`config.mk`:
```
export PLATFORM = sky130hd
export DESIGN_NAME = hse_engine
export DESIGN_NICKNAME = d
export VERILOG_FILES = /design/src/core/hse_pkg.sv /design/src/core/hse_baud_gen.sv /design/src/core/hse_engine.sv
export SDC_FILE = /design/constraint.sdc
export NUM_CORES = 1
export LEC_CHECK = 0
export ABC_AREA = 1
export BUFFER_PORTS_ARGS = -buffer_cell sky130_fd_sc_hd__buf_2
export CORE_ASPECT_RATIO = 1.4
export CORE_MARGIN = 10
export CORE_UTILIZATION = 54
export DETAILED_ROUTE_END_ITERATION = 16
export PLACE_DENSITY = 0.78
export SKIP_CTS_REPAIR_TIMING = 1
export SLEW_MARGIN = 25
export SYNTH_ARGS = -nofsm -noshare
export SYNTH_HDL_FRONTEND = slang
export SYNTH_SLANG_ARGS = --single-unit
```
`constraint.sdc`:
```
create_clock -name aclk -period 2.6 [get_ports aclk]
set_clock_uncertainty 0.15 [all_clocks]
set_input_delay 0.39 -clock aclk [delete_from_list [all_inputs] [get_ports aclk]]
set_output_delay 0.39 -clock aclk [all_outputs]
set_load 0.01 [all_outputs]
```
`src/core/hse_pkg.sv`:
```
// shared constants and types of the two-wire host engine
// assumes an AXI4-Lite master with 32-bit data and a 4-bit byte address
package hse_pkg;

  // --------------------------------------------------------------
  // register map
  // --------------------------------------------------------------
  localparam int AXI_AW = 4;
  localparam int AXI_DW = 32;
  localparam logic [AXI_AW-1:0] ADDR_CTRL = 4'h0;
  localparam logic [AXI_AW-1:0] ADDR_STAT = 4'h4;
  localparam logic [AXI_AW-1:0] ADDR_BUF = 4'h8;
  localparam logic [AXI_AW-1:0] ADDR_BAUD = 4'hC;
  localparam logic [1:0] RESP_OKAY = 2'h0;
  localparam logic [1:0] RESP_SLVERR = 2'h2;

  // control bits (match hse_ctrl_s packing)
  localparam int CTRL_EN = 0;
  localparam int CTRL_STOP = 1;
  localparam int CTRL_RX = 2;
  localparam int CTRL_ACKSEQ = 3;
  localparam int CTRL_ACKVAL = 4;
  localparam int CTRL_IE = 5;

  // status bits; flags 0..2 and 5 are write-one-to-clear
  localparam int STAT_IF = 0;
  localparam int STAT_WRITE_COLLISION_FLAG = 1;
  localparam int STAT_OVF = 2;
  localparam int STAT_BF = 3;
  localparam int STAT_ACKST = 4;
  localparam int STAT_STOPDET = 5;
  localparam int STAT_BUSY = 6;

  // --------------------------------------------------------------
  // engine constants
  // --------------------------------------------------------------
  localparam int BAUD_W = 8;
  localparam logic [BAUD_W-1:0] BAUD_RESET = 8'h09;
  localparam logic [3:0] BIT_FIRST = 4'h0;
  localparam logic [3:0] BIT_LAST = 4'h7;
  localparam logic [3:0] BIT_ACK = 4'h8;

  typedef enum logic [3:0] {
    ST_IDLE = 4'b0000,
    ST_TX_LOW = 4'b0001,
    ST_TX_HIGH = 4'b0010,
    ST_RX_LOW = 4'b0011,
    ST_RX_HIGH = 4'b0100,
    ST_AK_LOW = 4'b0101,
    ST_AK_HIGH = 4'b0110,
    ST_P_SDA = 4'b0111,
    ST_P_SCL = 4'b1000,
    ST_P_HIGH = 4'b1001,
    ST_P_SDAH = 4'b1010
  } hse_state_e;

  typedef struct packed {
    logic ie;
    logic ack_value_to_send;
    logic ack_sequence_enable;
    logic receive_enable;
    logic stop_request;
    logic enable;
  } hse_ctrl_s;

endpackage

```
`src/core/hse_baud_gen.sv`:
```
// baud generator: reloadable down counter with a rollover pulse
// assumes load and run come from logic on the same clock
`timescale 1ns/1ps
module hse_baud_gen
  import hse_pkg::*;
(
  // clock and reset
  input wire logic aclk,
  input wire logic aresetn,
  // control
  input wire logic load,
  input wire logic run,
  input wire logic [BAUD_W-1:0] divisor,
  // rollover
  output logic tick
);

  logic [BAUD_W-1:0] cnt;

  // a period is divisor+1 cycles; every reload reads the live divisor
  always_ff @(posedge aclk) begin
    if (!aresetn) begin
      cnt <= '0;
    end else if (load) begin
      cnt <= divisor;
    end else if (run) begin
      if (cnt == '0) begin
        cnt <= divisor;
      end else begin
        cnt <= cnt - 1'b1;
      end
    end
  end

  assign tick = run && !load && (cnt == '0);

endmodule

```
`src/core/hse_engine.sv`:
```
// two-wire host engine: byte transmit, byte receive, ack sequence, stop
// assumes open-drain pads outside; scl_in/sda_in are asynchronous pins
//
// Function
// - stop pulls SDA low, counts after low
// - release SCL, one period later SDA
// - stop seen sets flag, later interrupt
// - buffer write during stop collides, discarded
// - reset disables engine, aborts transfer
// - sleep byte completion wakes when enabled
// - buffer write sets full, starts transmission
// - bit after SCL fall, low/high periods
// - eighth fall clears full, releases SDA
// - client response sampled throughout ninth clock high phase
// - after ninth clock interrupt, SCL low
// - write while shifting out collides, discarded
// - stop request ends transfer, then interrupt
// - receive enable ignored unless engine idle
// - receive toggles SCL per rollover, shifts
// - eighth receive fall loads buffer, idles
// - buffer read clears full; ack follows
// - byte while buffer full sets overflow
// - write while shifting in collides, discarded
// - every reload takes the baud divisor
// - counting waits until SCL reads high
//
// The placing of the registers and the AXI4-Lite interface to the registers were chosen for this implementation.
`timescale 1ns/1ps
module hse_engine
  import hse_pkg::*;
(
  // clock and reset
  input wire logic aclk,
  input wire logic aresetn,
  // axi4-lite write
  input wire logic [AXI_AW-1:0] awaddr,
  input wire logic awvalid,
  output logic awready,
  input wire logic [AXI_DW-1:0] wdata,
  input wire logic [3:0] wstrb,
  input wire logic wvalid,
  output logic wready,
  output logic [1:0] bresp,
  output logic bvalid,
  input wire logic bready,
  // axi4-lite read
  input wire logic [AXI_AW-1:0] araddr,
  input wire logic arvalid,
  output logic arready,
  output logic [AXI_DW-1:0] rdata,
  output logic [1:0] rresp,
  output logic rvalid,
  input wire logic rready,
  // two-wire pads
  input wire logic scl_in,
  output logic scl_out,
  output logic scl_oe,
  input wire logic sda_in,
  output logic sda_out,
  output logic sda_oe,
  // power
  input wire logic sleep_mode,
  output logic wake
);

  function automatic logic is_mapped(input logic [AXI_AW-1:0] a);
    return (a == ADDR_CTRL) || (a == ADDR_STAT) || (a == ADDR_BUF) || (a == ADDR_BAUD);
  endfunction

  hse_state_e state;
  hse_ctrl_s ctrl;
  logic [BAUD_W-1:0] baud_divisor_register;
  logic [7:0] transfer_buffer;
  logic [7:0] transmit_shift_register;
  logic [7:0] receive_shift_register;
  logic [3:0] bitcnt;
  logic serial_interrupt_flag, write_collision_flag, receive_overflow_flag;
  logic buffer_full_flag, client_response_status, stop_detected;
  logic scl_m, scl_s, sda_m, sda_s;
  logic bg_run, bg_load, tick;
  logic aw_have, w_have;
  logic [AXI_AW-1:0] aw_addr;
  logic [AXI_DW-1:0] w_data;
  logic [3:0] w_strb;

  // --------------------------------------------------------------
  // pin synchronisers
  // --------------------------------------------------------------
  always_ff @(posedge aclk) begin
    if (!aresetn) begin
      scl_m <= 1'b1;
      scl_s <= 1'b1;
      sda_m <= 1'b1;
      sda_s <= 1'b1;
    end else begin
      scl_m <= scl_in;
      scl_s <= scl_m;
      sda_m <= sda_in;
      sda_s <= sda_m;
    end
  end

  // open drain: the pad level is always low, only the enable moves
  always_ff @(posedge aclk) begin
    scl_out <= 1'b0;
    sda_out <= 1'b0;
  end

  // --------------------------------------------------------------
  // bus events
  // --------------------------------------------------------------
  logic wr_go, ctrl_wr, stat_wr, buf_wr, baud_wr, idle, buf_wr_ok, buf_wr_bad;
  logic start_stop, start_rx, start_ack, buf_rd;
  logic tx_fall8, tx_done, rx_done, ack_done, stop_done;

  assign wr_go = aw_have && w_have && !bvalid;
  assign ctrl_wr = wr_go && w_strb[0] && (aw_addr == ADDR_CTRL);
  assign stat_wr = wr_go && w_strb[0] && (aw_addr == ADDR_STAT);
  assign buf_wr = wr_go && w_strb[0] && (aw_addr == ADDR_BUF);
  assign baud_wr = wr_go && w_strb[0] && (aw_addr == ADDR_BAUD);
  assign idle = (state == ST_IDLE) && ctrl.enable;
  assign buf_wr_ok = buf_wr && idle;
  assign buf_wr_bad = buf_wr && !idle;
  assign start_stop = ctrl_wr && idle && w_data[CTRL_STOP];
  assign start_rx = ctrl_wr && idle && !w_data[CTRL_STOP] && w_data[CTRL_RX];
  assign start_ack = ctrl_wr && idle && !w_data[CTRL_STOP] && !w_data[CTRL_RX]
    && w_data[CTRL_ACKSEQ];
  assign buf_rd = arvalid && arready && (araddr == ADDR_BUF);

  assign tx_fall8 = (state == ST_TX_HIGH) && tick && (bitcnt == BIT_LAST);
  assign tx_done = (state == ST_TX_HIGH) && tick && (bitcnt == BIT_ACK);
  assign rx_done = (state == ST_RX_HIGH) && tick && (bitcnt == BIT_LAST);
  assign ack_done = (state == ST_AK_HIGH) && tick;
  assign stop_done = (state == ST_P_SDAH) && tick;

  // --------------------------------------------------------------
  // baud generator control
  // --------------------------------------------------------------
  always_comb begin
    case (state)
      ST_TX_LOW, ST_RX_LOW, ST_AK_LOW, ST_P_SCL: bg_run = 1'b1;
      ST_TX_HIGH, ST_RX_HIGH, ST_AK_HIGH, ST_P_HIGH: bg_run = scl_s;
      ST_P_SDAH: bg_run = sda_s && scl_s;
      default: bg_run = 1'b0;
    endcase
    bg_load = !bg_run;
  end

  hse_baud_gen u_baud (
    .aclk(aclk),
    .aresetn(aresetn),
    .load(bg_load),
    .run(bg_run),
    .divisor(baud_divisor_register),
    .tick(tick)
  );

  // --------------------------------------------------------------
  // sequencer
  // --------------------------------------------------------------
  always_ff @(posedge aclk) begin
    if (!aresetn || !ctrl.enable) begin
      state <= ST_IDLE;
      scl_oe <= 1'b0;
      sda_oe <= 1'b0;
      bitcnt <= BIT_FIRST;
      transmit_shift_register <= '0;
      receive_shift_register <= '0;
    end else begin
      case (state)
        ST_IDLE: begin
          if (buf_wr_ok) begin
            state <= ST_TX_LOW;
            transmit_shift_register <= w_data[7:0];
            sda_oe <= !w_data[7];
            scl_oe <= 1'b1;
            bitcnt <= BIT_FIRST;
          end else if (start_stop) begin
            state <= ST_P_SDA;
            sda_oe <= 1'b1;
            scl_oe <= 1'b1;
          end else if (start_rx) begin
            state <= ST_RX_LOW;
            sda_oe <= 1'b0;
            scl_oe <= 1'b1;
            bitcnt <= BIT_FIRST;
          end else if (start_ack) begin
            state <= ST_AK_LOW;
            sda_oe <= !w_data[CTRL_ACKVAL];
            scl_oe <= 1'b1;
          end
        end
        ST_TX_LOW: begin
          if (tick) begin
            state <= ST_TX_HIGH;
            scl_oe <= 1'b0;
          end
        end
        ST_TX_HIGH: begin
          if (tick) begin
            scl_oe <= 1'b1;
            if (bitcnt == BIT_ACK) begin
              state <= ST_IDLE;
            end else begin
              state <= ST_TX_LOW;
              bitcnt <= bitcnt + 1'b1;
              transmit_shift_register <= {transmit_shift_register[6:0], 1'b0};
              sda_oe <= (bitcnt == BIT_LAST) ? 1'b0 : !transmit_shift_register[6];
            end
          end
        end
        ST_RX_LOW: begin
          if (tick) begin
            state <= ST_RX_HIGH;
            scl_oe <= 1'b0;
          end
        end
        ST_RX_HIGH: begin
          if (tick) begin
            scl_oe <= 1'b1;
            receive_shift_register <= {receive_shift_register[6:0], sda_s};
            bitcnt <= bitcnt + 1'b1;
            state <= (bitcnt == BIT_LAST) ? ST_IDLE : ST_RX_LOW;
          end
        end
        ST_AK_LOW: begin
          if (tick) begin
            state <= ST_AK_HIGH;
            scl_oe <= 1'b0;
          end
        end
        ST_AK_HIGH: begin
          if (tick) begin
            state <= ST_IDLE;
            scl_oe <= 1'b1;
          end
        end
        ST_P_SDA: begin
          if (!sda_s) begin
            state <= ST_P_SCL;
          end
        end
        ST_P_SCL: begin
          if (tick) begin
            state <= ST_P_HIGH;
            scl_oe <= 1'b0;
          end
        end
        ST_P_HIGH: begin
          if (tick) begin
            state <= ST_P_SDAH;
            sda_oe <= 1'b0;
          end
        end
        ST_P_SDAH: begin
          if (tick) begin
            state <= ST_IDLE;
          end
        end
        default: state <= ST_IDLE;
      endcase
    end
  end

  // --------------------------------------------------------------
  // control, buffer and status
  // --------------------------------------------------------------
  always_ff @(posedge aclk) begin
    if (!aresetn) begin
      ctrl <= '0;
      baud_divisor_register <= BAUD_RESET;
    end else begin
      if (ctrl_wr) begin
        ctrl.enable <= w_data[CTRL_EN];
        ctrl.ack_value_to_send <= w_data[CTRL_ACKVAL];
        ctrl.ie <= w_data[CTRL_IE];
      end
      // request bits only take effect from idle and self-clear on completion
      ctrl.stop_request <= start_stop || (ctrl.stop_request && !stop_done && ctrl.enable);
      ctrl.receive_enable <= start_rx || (ctrl.receive_enable && !rx_done && ctrl.enable);
      ctrl.ack_sequence_enable <= start_ack
        || (ctrl.ack_sequence_enable && !ack_done && ctrl.enable);
      if (baud_wr) begin
        baud_divisor_register <= w_data[BAUD_W-1:0];
      end
    end
  end

  always_ff @(posedge aclk) begin
    if (!aresetn) begin
      transfer_buffer <= '0;
      buffer_full_flag <= 1'b0;
      client_response_status <= 1'b0;
    end else begin
      if (buf_wr_ok) begin
        transfer_buffer <= w_data[7:0];
      end else if (rx_done) begin
        transfer_buffer <= {receive_shift_register[6:0], sda_s};
      end
      // a fresh byte wins over a simultaneous read
      if (buf_wr_ok || rx_done) begin
        buffer_full_flag <= 1'b1;
      end else if (buf_rd || tx_fall8 || !ctrl.enable) begin
        buffer_full_flag <= 1'b0;
      end
      if (state == ST_TX_HIGH && scl_s && bitcnt == BIT_ACK) begin
        client_response_status <= sda_s;
      end
    end
  end

  // sticky flags: a set in the same cycle as a clear wins
  always_ff @(posedge aclk) begin
    if (!aresetn) begin
      serial_interrupt_flag <= 1'b0;
      write_collision_flag <= 1'b0;
      receive_overflow_flag <= 1'b0;
      stop_detected <= 1'b0;
    end else begin
      serial_interrupt_flag <= (serial_interrupt_flag && !(stat_wr && w_data[STAT_IF]))
        || tx_done || rx_done || ack_done || stop_done;
      write_collision_flag <= (write_collision_flag && !(stat_wr && w_data[STAT_WRITE_COLLISION_FLAG]))
        || buf_wr_bad;
      receive_overflow_flag <= (receive_overflow_flag && !(stat_wr && w_data[STAT_OVF]))
        || (rx_done && buffer_full_flag && !buf_rd);
      stop_detected <= (stop_detected && !(stat_wr && w_data[STAT_STOPDET]))
        || (state == ST_P_SDAH && sda_s && scl_s);
    end
  end

  // client-side byte completion reaches the processor only while asleep
  always_ff @(posedge aclk) begin
    if (!aresetn) begin
      wake <= 1'b0;
    end else begin
      wake <= sleep_mode && ctrl.ie && (rx_done || tx_done);
    end
  end

  // --------------------------------------------------------------
  // axi4-lite slave
  // --------------------------------------------------------------
  always_ff @(posedge aclk) begin
    if (!aresetn) begin
      awready <= 1'b1;
      wready <= 1'b1;
      aw_have <= 1'b0;
      w_have <= 1'b0;
      aw_addr <= '0;
      w_data <= '0;
      w_strb <= '0;
      bvalid <= 1'b0;
      bresp <= RESP_OKAY;
    end else begin
      if (awvalid && awready) begin
        aw_have <= 1'b1;
        aw_addr <= awaddr;
        awready <= 1'b0;
      end
      if (wvalid && wready) begin
        w_have <= 1'b1;
        w_data <= wdata;
        w_strb <= wstrb;
        wready <= 1'b0;
      end
      if (wr_go) begin
        aw_have <= 1'b0;
        w_have <= 1'b0;
        bvalid <= 1'b1;
        bresp <= is_mapped(aw_addr) ? RESP_OKAY : RESP_SLVERR;
      end
      if (bvalid && bready) begin
        bvalid <= 1'b0;
        awready <= 1'b1;
        wready <= 1'b1;
      end
    end
  end

  logic [AXI_DW-1:0] rd_word;
  always_comb begin
    rd_word = '0;
    if (araddr == ADDR_CTRL) begin
      rd_word[5:0] = ctrl;
    end else if (araddr == ADDR_STAT) begin
      rd_word[STAT_IF] = serial_interrupt_flag;
      rd_word[STAT_WRITE_COLLISION_FLAG] = write_collision_flag;
      rd_word[STAT_OVF] = receive_overflow_flag;
      rd_word[STAT_BF] = buffer_full_flag;
      rd_word[STAT_ACKST] = client_response_status;
      rd_word[STAT_STOPDET] = stop_detected;
      rd_word[STAT_BUSY] = (state != ST_IDLE);
    end else if (araddr == ADDR_BUF) begin
      rd_word[7:0] = transfer_buffer;
    end else if (araddr == ADDR_BAUD) begin
      rd_word[BAUD_W-1:0] = baud_divisor_register;
    end
  end

  always_ff @(posedge aclk) begin
    if (!aresetn) begin
      arready <= 1'b1;
      rvalid <= 1'b0;
      rdata <= '0;
      rresp <= RESP_OKAY;
    end else if (arvalid && arready) begin
      arready <= 1'b0;
      rvalid <= 1'b1;
      rdata <= rd_word;
      rresp <= is_mapped(araddr) ? RESP_OKAY : RESP_SLVERR;
    end else if (rvalid && rready) begin
      rvalid <= 1'b0;
      arready <= 1'b1;
    end
  end

  // --------------------------------------------------------------
  // checks
  // --------------------------------------------------------------
  property p_stop_sda_first;
    @(posedge aclk) disable iff (!aresetn)
    start_stop |=> (state == ST_P_SDA) && sda_oe && scl_oe;
  endproperty
  a_stop_sda_first: assert property (p_stop_sda_first) else $error("stop did not pull sda");

  property p_stop_release;
    @(posedge aclk) disable iff (!aresetn)
    (state == ST_P_SCL) && tick |=> !scl_oe && sda_oe;
  endproperty
  a_stop_release: assert property (p_stop_release) else $error("scl not released first");

  property p_stop_done;
    @(posedge aclk) disable iff (!aresetn)
    $rose(stop_detected) && ctrl.enable |-> ##[1:300] (!ctrl.stop_request && serial_interrupt_flag);
  endproperty
  a_stop_done: assert property (p_stop_done) else $error("stop never completed");

  property p_write_collision_flag;
    @(posedge aclk) disable iff (!aresetn)
    buf_wr_bad && !rx_done |=> write_collision_flag && $stable(transfer_buffer);
  endproperty
  a_write_collision_flag: assert property (p_write_collision_flag) else $error("collision write not discarded");

  property p_disable;
    @(posedge aclk) disable iff (!aresetn)
    !ctrl.enable |=> (state == ST_IDLE) && !scl_oe && !sda_oe;
  endproperty
  a_disable: assert property (p_disable) else $error("disabled engine still active");

  property p_tx_start;
    @(posedge aclk) disable iff (!aresetn)
    buf_wr_ok |=> buffer_full_flag && (state == ST_TX_LOW) && scl_oe;
  endproperty
  a_tx_start: assert property (p_tx_start) else $error("buffer write did not start");

  property p_ack_fall;
    @(posedge aclk) disable iff (!aresetn)
    tx_fall8 |=> !buffer_full_flag && !sda_oe && (bitcnt == BIT_ACK);
  endproperty
  a_ack_fall: assert property (p_ack_fall) else $error("sda not released for ack");

  property p_tx_end;
    @(posedge aclk) disable iff (!aresetn)
    tx_done |=> serial_interrupt_flag && scl_oe && !sda_oe && (state == ST_IDLE)
      ##1 (state == ST_IDLE) [*2];
  endproperty
  a_tx_end: assert property (p_tx_end) else $error("ninth clock end wrong");

  property p_rx_ignored;
    @(posedge aclk) disable iff (!aresetn)
    ctrl_wr && w_data[CTRL_RX] && !idle && !ctrl.receive_enable |=> !ctrl.receive_enable;
  endproperty
  a_rx_ignored: assert property (p_rx_ignored) else $error("receive started while busy");

  property p_overflow;
    @(posedge aclk) disable iff (!aresetn)
    rx_done && buffer_full_flag && !buf_rd |=> receive_overflow_flag && buffer_full_flag;
  endproperty
  a_overflow: assert property (p_overflow) else $error("overflow not flagged");

  property p_stretch;
    @(posedge aclk) disable iff (!aresetn)
    (state == ST_TX_HIGH) && !scl_s |-> bg_load && !tick;
  endproperty
  a_stretch: assert property (p_stretch) else $error("counting during stretch");

  c_tx: cover property (@(posedge aclk) disable iff (!aresetn) tx_done);
  c_rx: cover property (@(posedge aclk) disable iff (!aresetn) rx_done);
  c_stop: cover property (@(posedge aclk) disable iff (!aresetn) stop_done);
  c_write_collision_flag: cover property (@(posedge aclk) disable iff (!aresetn) buf_wr_bad);

endmodule

```
==> run summary, run 1 <==
Status: completed
DR WL/cell: 15.4 um
Final period utilization: 84.0%
Max VDD drop: 0.000484 V
CTS buffer count: 9
Leak Pwr: 2.24 nW
Worst skew pair latency: 0.35 ns
Drt drc: 0
Final #Nets: 731
Min-delay src: sda_in
Hold_ws: 0.0770 ns
Post-Syn Area per Cell: 7.28 sq um
Inst Count DP: 765
Fillers: 782
CTS Buffer Depth: 2
Initial antenna violation count: 0
I/O pins: 100
Die Footprint: 12600 sq um
Synth-to-Final Area Change: 11.9%
Total wire length: 12000 um
First-pass DRT Iterations: 4
DR vias: 4262
Setup TNS after final layout: 0 ns
Minimum clock period: 2.18 ns
Endpoints failing setup: 0
Final global-route overflow total: 0
Unrepaired setup endpoints after global routing: false
Sequential fraction of the synthesis area: 41.7%
CP Capture Type: flip-flop
Worst R2R Start: state[0]$_SDFFE_PP0P_
Hold Path Class: primary input to flip-flop
Max Slew Vio Count: 0
CP max stage cell: dfxtp_1
Initial core utilization: 55.6%
1st-iter DRT viols: 231
Std cell rows: 39
Largest net degree at the start of global routing: 30
GRT Util Overall: 18.7%
Netlist cell types: 38
TritonCTS clock tree: done
Relative slew slack: 60.0%
Core area: 8200 sq um
Crit path largest cell delay: 0.45 ns
Post-route core utilization: 62.2%
WP data required: 2.72 ns
Vias per cell: 5.46
Met1 Wirelength: 4690 um
Critical path type: flip-flop to flip-flop
Fin. Hold Viols: 0
GP Congestion: 0.903
H-tree Lvls: 3
Crit path launch: state[0]$_SDFFE_PP0P_
Met2 WL: 6220 um
Sink Count: 95
CTS clk-pin slew, worst paths: 0.07 ns
Max-Cap Viols: 0
Setup crit start kind: flip-flop
# diodes: 0
Post-DP HPWL: 8910 um
Most frequent cells in the layout: nand2_1, dfxtp_1, o21ai_0
Cells along the critical path: inv_2 > nor2_1 > nand2_1 > nand3_2 > nand2_2 > nand2_4 > nand2_4 > o21ai_2 > buf_4 > nand3_1 > a21oi_1
Main flop type after synthesis: dfxtp_1
Ys async rst share: 0%
Slew @ Worst Pin: 0.596 ns
Layout cells sized above 1: 15.6%
PwrDens: 604 nW/um^2
Synth warn: 0
Uppermost layer routed: met4
Crit-path most repeated cell: nand2_4
Routed Antenna Nets: 0
CP bufs+invs: 2
Die height: 129 um
Port-buffer cells: 44
Post-synth EDFFs: 0
Commonest non-fill, non-tap cell in the layout: nand2_1
Fin cells: 781
Routed wl met3: 672 um
Synth Register Bits: 95
CP max FO: 7
CP top delay family: simple AND/OR/NAND/NOR gates
Fmax: 458 MHz
Root buffer cell: clkbuf_16
First-pass GRT wire length: 19500 um
Syn Inst Count: 626
CP arrival: 2.30 ns
Die width: 97.6 um
Cell Area, Synth: 4560 sq um
Number of global-route vias before repair: 4100
cell type report:
class | count | area (sq um) | area share [%]
tap | 102 | 128 | 2.50
multi-input combinational | 449 | 2220 | 43.5
timing repair buffer | 57 | 318 | 6.23
clock buffer | 11 | 243 | 4.76
clock inverter | 5 | 57.6 | 1.13
sequential | 95 | 1900 | 37.3
inverter | 62 | 233 | 4.57
Yosys cell counts (4+ instances only):
cell type  instances  area share (%)
o21ai_0           80             8.8
buf_4             30             4.9
nand3_1           41             4.5
a221oi_1           6             1.2
inv_1             57             4.7
dfxtp_1           95              42
nand2_4            5             1.2
nand2_1           97             8.0
inv_2              4            0.33
nor2_1            68             5.6
nand4_1            7            0.96
or2_2              6            0.82
a21oi_1           73             8.0
nor2_2             4            0.55
clkbuf_1          14             1.2
power by group:
group          switching [mW]  internal [mW]
clock network           0.567          0.772
logic                   0.149         0.0686
registers              0.0248           1.50
total                   0.741           2.34
flip-flops by register name, summed over array words and instances, names as in the netlist, 4 cells and up:
name,count
receive_shift_register,7
u_baud.cnt,8
baud_divisor_register,8
state,4
w_data,8
rdata,8
transfer_buffer,8
bitcnt,4
transmit_shift_register,7
ctrl,6
aw_addr,4
metrics by stage:
stage / worst slack, ns / total power [mW] / instance area (sq um)
2_1_floorplan: 0.725 / 1.72 / 4660
3_3_place_gp: 0.457 / 1.76 / 4800
3_5_place_dp: 0.447 / 1.77 / 4800
4_1_cts: 0.420 / 3.08 / 5100
5_1_grt: 0.205 / 3.18 / 5100
6_report: 0.417 / 3.08 / 5100
worst reg2reg max path, stage by stage, from the launching register on:
cell     delay, ns
dfxtp_1       0.45
inv_2         0.09
nor2_1        0.13
nand2_1       0.13
nand3_2       0.10
nand2_2       0.07
nand2_4       0.13
nand2_4       0.09
o21ai_2       0.26
buf_4         0.21
nand3_1       0.10
a21oi_1       0.19
worst paths after layout:
path | to | slack [ns] | depth (start not counted)
worst max-delay path | transmit_shift_register[2]$_SDFFE_PP0P_ | 0.42 | 11
worst min-delay path | sda_m$_SDFF_PN1_ | 0.08 | 2
worst max register to register | transmit_shift_register[2]$_SDFFE_PP0P_ | 0.42 | 11
worst min register to register | scl_s$_SDFF_PN1_ | 0.27 | 1
cell families after synthesis:
logic type      Yosys count  share of synthesized area (%)
other cells               1                         0.0823
compound gates          168                           19.4
buf+inv                 109                           11.8
simple gates            246                           25.4
fa+ha+maj                 3                          0.824
xor+xnor                  4                          0.769
flops                    95                           41.7
routing by layer:
metal	up-vias	GRT usage [%]
li1	2112	-
met3	26	4.28
met1	1981	19.6
met4	0	10.7
met5	-	0
met2	143	33.7
Note: power is estimated with default switching activity, not from simulation.
==> run 2, diff against run 1 <==
Settings changed: CORE_UTILIZATION 54 to 49, PLACE_DENSITY 0.78 to 0.75.
Clock period 2.6 ns to 1.94 ns, I/O delays scaled along.
==> run summary, run 2 (synthesis results as in run 1) <==
Largest net degree at the start of global routing: 26 (was 30)
GP Congestion: 0.900 (was 0.903)
Most frequent cells in the layout: nand2_1, dfxtp_1, o21ai_0 (unchanged)
Fmax: 526 MHz (was 458 MHz)
CTS buffer count: 9 (unchanged)
Worst R2R Start: state[2]$_SDFFE_PP0P_ (was state[0]$_SDFFE_PP0P_)
Root buffer cell: clkbuf_16 (unchanged)
# diodes: 0 (unchanged)
CTS clk-pin slew, worst paths: 0.06 ns (was 0.07 ns)
Final #Nets: 778 (was 731)
Sink Count: 95 (unchanged)
Number of global-route vias before repair: 4312 (was 4100)
Status: completed (unchanged)
Leak Pwr: 2.52 nW (was 2.24 nW)
Fin cells: 833 (was 781)
Vias per cell: 5.34 (was 5.46)
First-pass GRT wire length: 20500 um (was 19500 um)
Std cell rows: 41 (was 39)
Synth-to-Final Area Change: 23.3% (was 11.9%)
WP data required: 2.08 ns (was 2.72 ns)
Max Slew Vio Count: 0 (unchanged)
Die width: 101 um (was 97.6 um)
Critical path type: flip-flop to flip-flop (unchanged)
Drt drc: 0 (unchanged)
Max VDD drop: 0.000790 V (was 0.000484 V)
Inst Count DP: 808 (was 765)
Routed Antenna Nets: 0 (unchanged)
Fillers: 809 (was 782)
Minimum clock period: 1.90 ns (was 2.18 ns)
Routed wl met3: 568 um (was 672 um)
I/O pins: 100 (unchanged)
Initial core utilization: 50.5% (was 55.6%)
DR WL/cell: 15.5 um (was 15.4 um)
Port-buffer cells: 44 (unchanged)
DR vias: 4445 (was 4262)
CP arrival: 2.04 ns (was 2.30 ns)
Placed inst area: 5110 sq um (was 4800 sq um)
Layout cells sized above 1: 24.1% (was 15.6%)
Post-route core utilization: 62.2% (about the same)
Met2 WL: 6980 um (was 6220 um)
Total wire length: 12900 um (was 12000 um)
Uppermost layer routed: met4 (unchanged)
Min-delay src: aresetn (was sda_in)
CP Capture Type: flip-flop (unchanged)
Setup TNS after final layout: 0 ns (unchanged)
Hold Path Class: primary input to flip-flop (unchanged)
Initial antenna violation count: 0 (unchanged)
Commonest non-fill, non-tap cell in the layout: nand2_1 (unchanged)
Worst skew pair latency: 0.35 ns (about the same)
Max-Cap Viols: 0 (unchanged)
TritonCTS clock tree: done (unchanged)
Slew @ Worst Pin: 0.522 ns (was 0.596 ns)
Relative slew slack: 65.1% (was 60.0%)
H-tree Lvls: 3 (unchanged)
First-pass DRT Iterations: 5 (was 4)
CP max FO: 4 (was 7)
Final period utilization: 98.0% (was 84.0%)
Die height: 134 um (was 129 um)
Final global-route overflow total: 0 (unchanged)
Die Footprint: 13600 sq um (was 12600 sq um)
CTS Buffer Depth: 2 (unchanged)
1st-iter DRT viols: 261 (was 231)
Core area: 9030 sq um (was 8200 sq um)
Post-DP HPWL: 9660 um (was 8910 um)
PwrDens: 764 nW/um^2 (was 604 nW/um^2)
Setup crit start kind: flip-flop (unchanged)
Crit path launch: state[2]$_SDFFE_PP0P_ (was state[0]$_SDFFE_PP0P_)
GRT Util Overall: 18.6% (was 18.7%)
Final instance area: 5620 sq um (was 5100 sq um)
Fin. Hold Viols: 0 (unchanged)
Endpoints failing setup: 0 (unchanged)
Met1 Wirelength: 4830 um (was 4690 um)
Unrepaired setup endpoints after global routing: true (was false)
==> run 2: changes by cell type in the layout (fill, tap and decap cells not counted), moves of 5 or more <==
cell,previous run,this run
buf_4,13,55
nor2_1,68,62
o21ai_0,80,73
dfxtp_1,95,90
o21ai_1,0,5
==> run 2: critical path, cell delays in order, from the launching register on <==
cell     delay, ns
dfxtp_2       0.34
buf_4         0.14
nor2_4        0.13
nand2_2       0.09
nor2_4        0.13
nor2_2        0.06
nand2_4       0.10
nand2_4       0.07
buf_4         0.15
nand2_2       0.07
nand3_2       0.10
nor2_4        0.17
nor2_1        0.05
nor2_1        0.09
==> run 2: stage by stage <==
stage / power, mW / hold slack, ns / worst slack, ns
after global placement: 2.38 / 0.248 / -0.0543
after detailed placement: 2.39 / 0.251 / -0.0889
after CTS: 4.28 / -0.0261 / -0.103
final: 4.29 / 0.0207 / 0.0387
after global routing: 4.42 / 0.0423 / -0.0653
after floorplan: 2.30 / 0.243 / 0.0649
==> run 2: worst paths after layout <==
| path | slack, ns | endpoint | cells after the start |
|---|---|---|---|
| worst max register to register | 0.04 | bitcnt[0]$_SDFFE_PP0P_ | 13 |
| worst min-delay path | 0.02 | arready$_SDFFE_PN1P_ | 2 |
| worst max-delay path | 0.04 | bitcnt[0]$_SDFFE_PP0P_ | 13 |
| worst min register to register | 0.26 | sda_s$_SDFF_PN1_ | 1 |
==> run 2: power by group <==
group          leakage [nW]  internal, mW  switching (mW)
clock                 0.156          1.16           0.764
sequential            0.776          2.00          0.0360
combinational          1.59         0.112           0.211
==> run 2: routing by layer <==
layer | up-vias | GRT usage (%)
li1 | 2206 | -
met5 | - | 0
met4 | 0 | 10.0
met1 | 2073 | 18.8
met3 | 38 | 4.11
met2 | 128 | 33.9
==> run 2: final cells by class <==
type,count,area (sq um),share of cell area [%]
multi-input combinational,449,2310,41.1
sequential,95,1910,34.0
timing repair buffer,104,704,12.5
clock buffer,11,243,4.32
inverter,62,235,4.19
tap,107,134,2.38
clock inverter,5,81.3,1.45
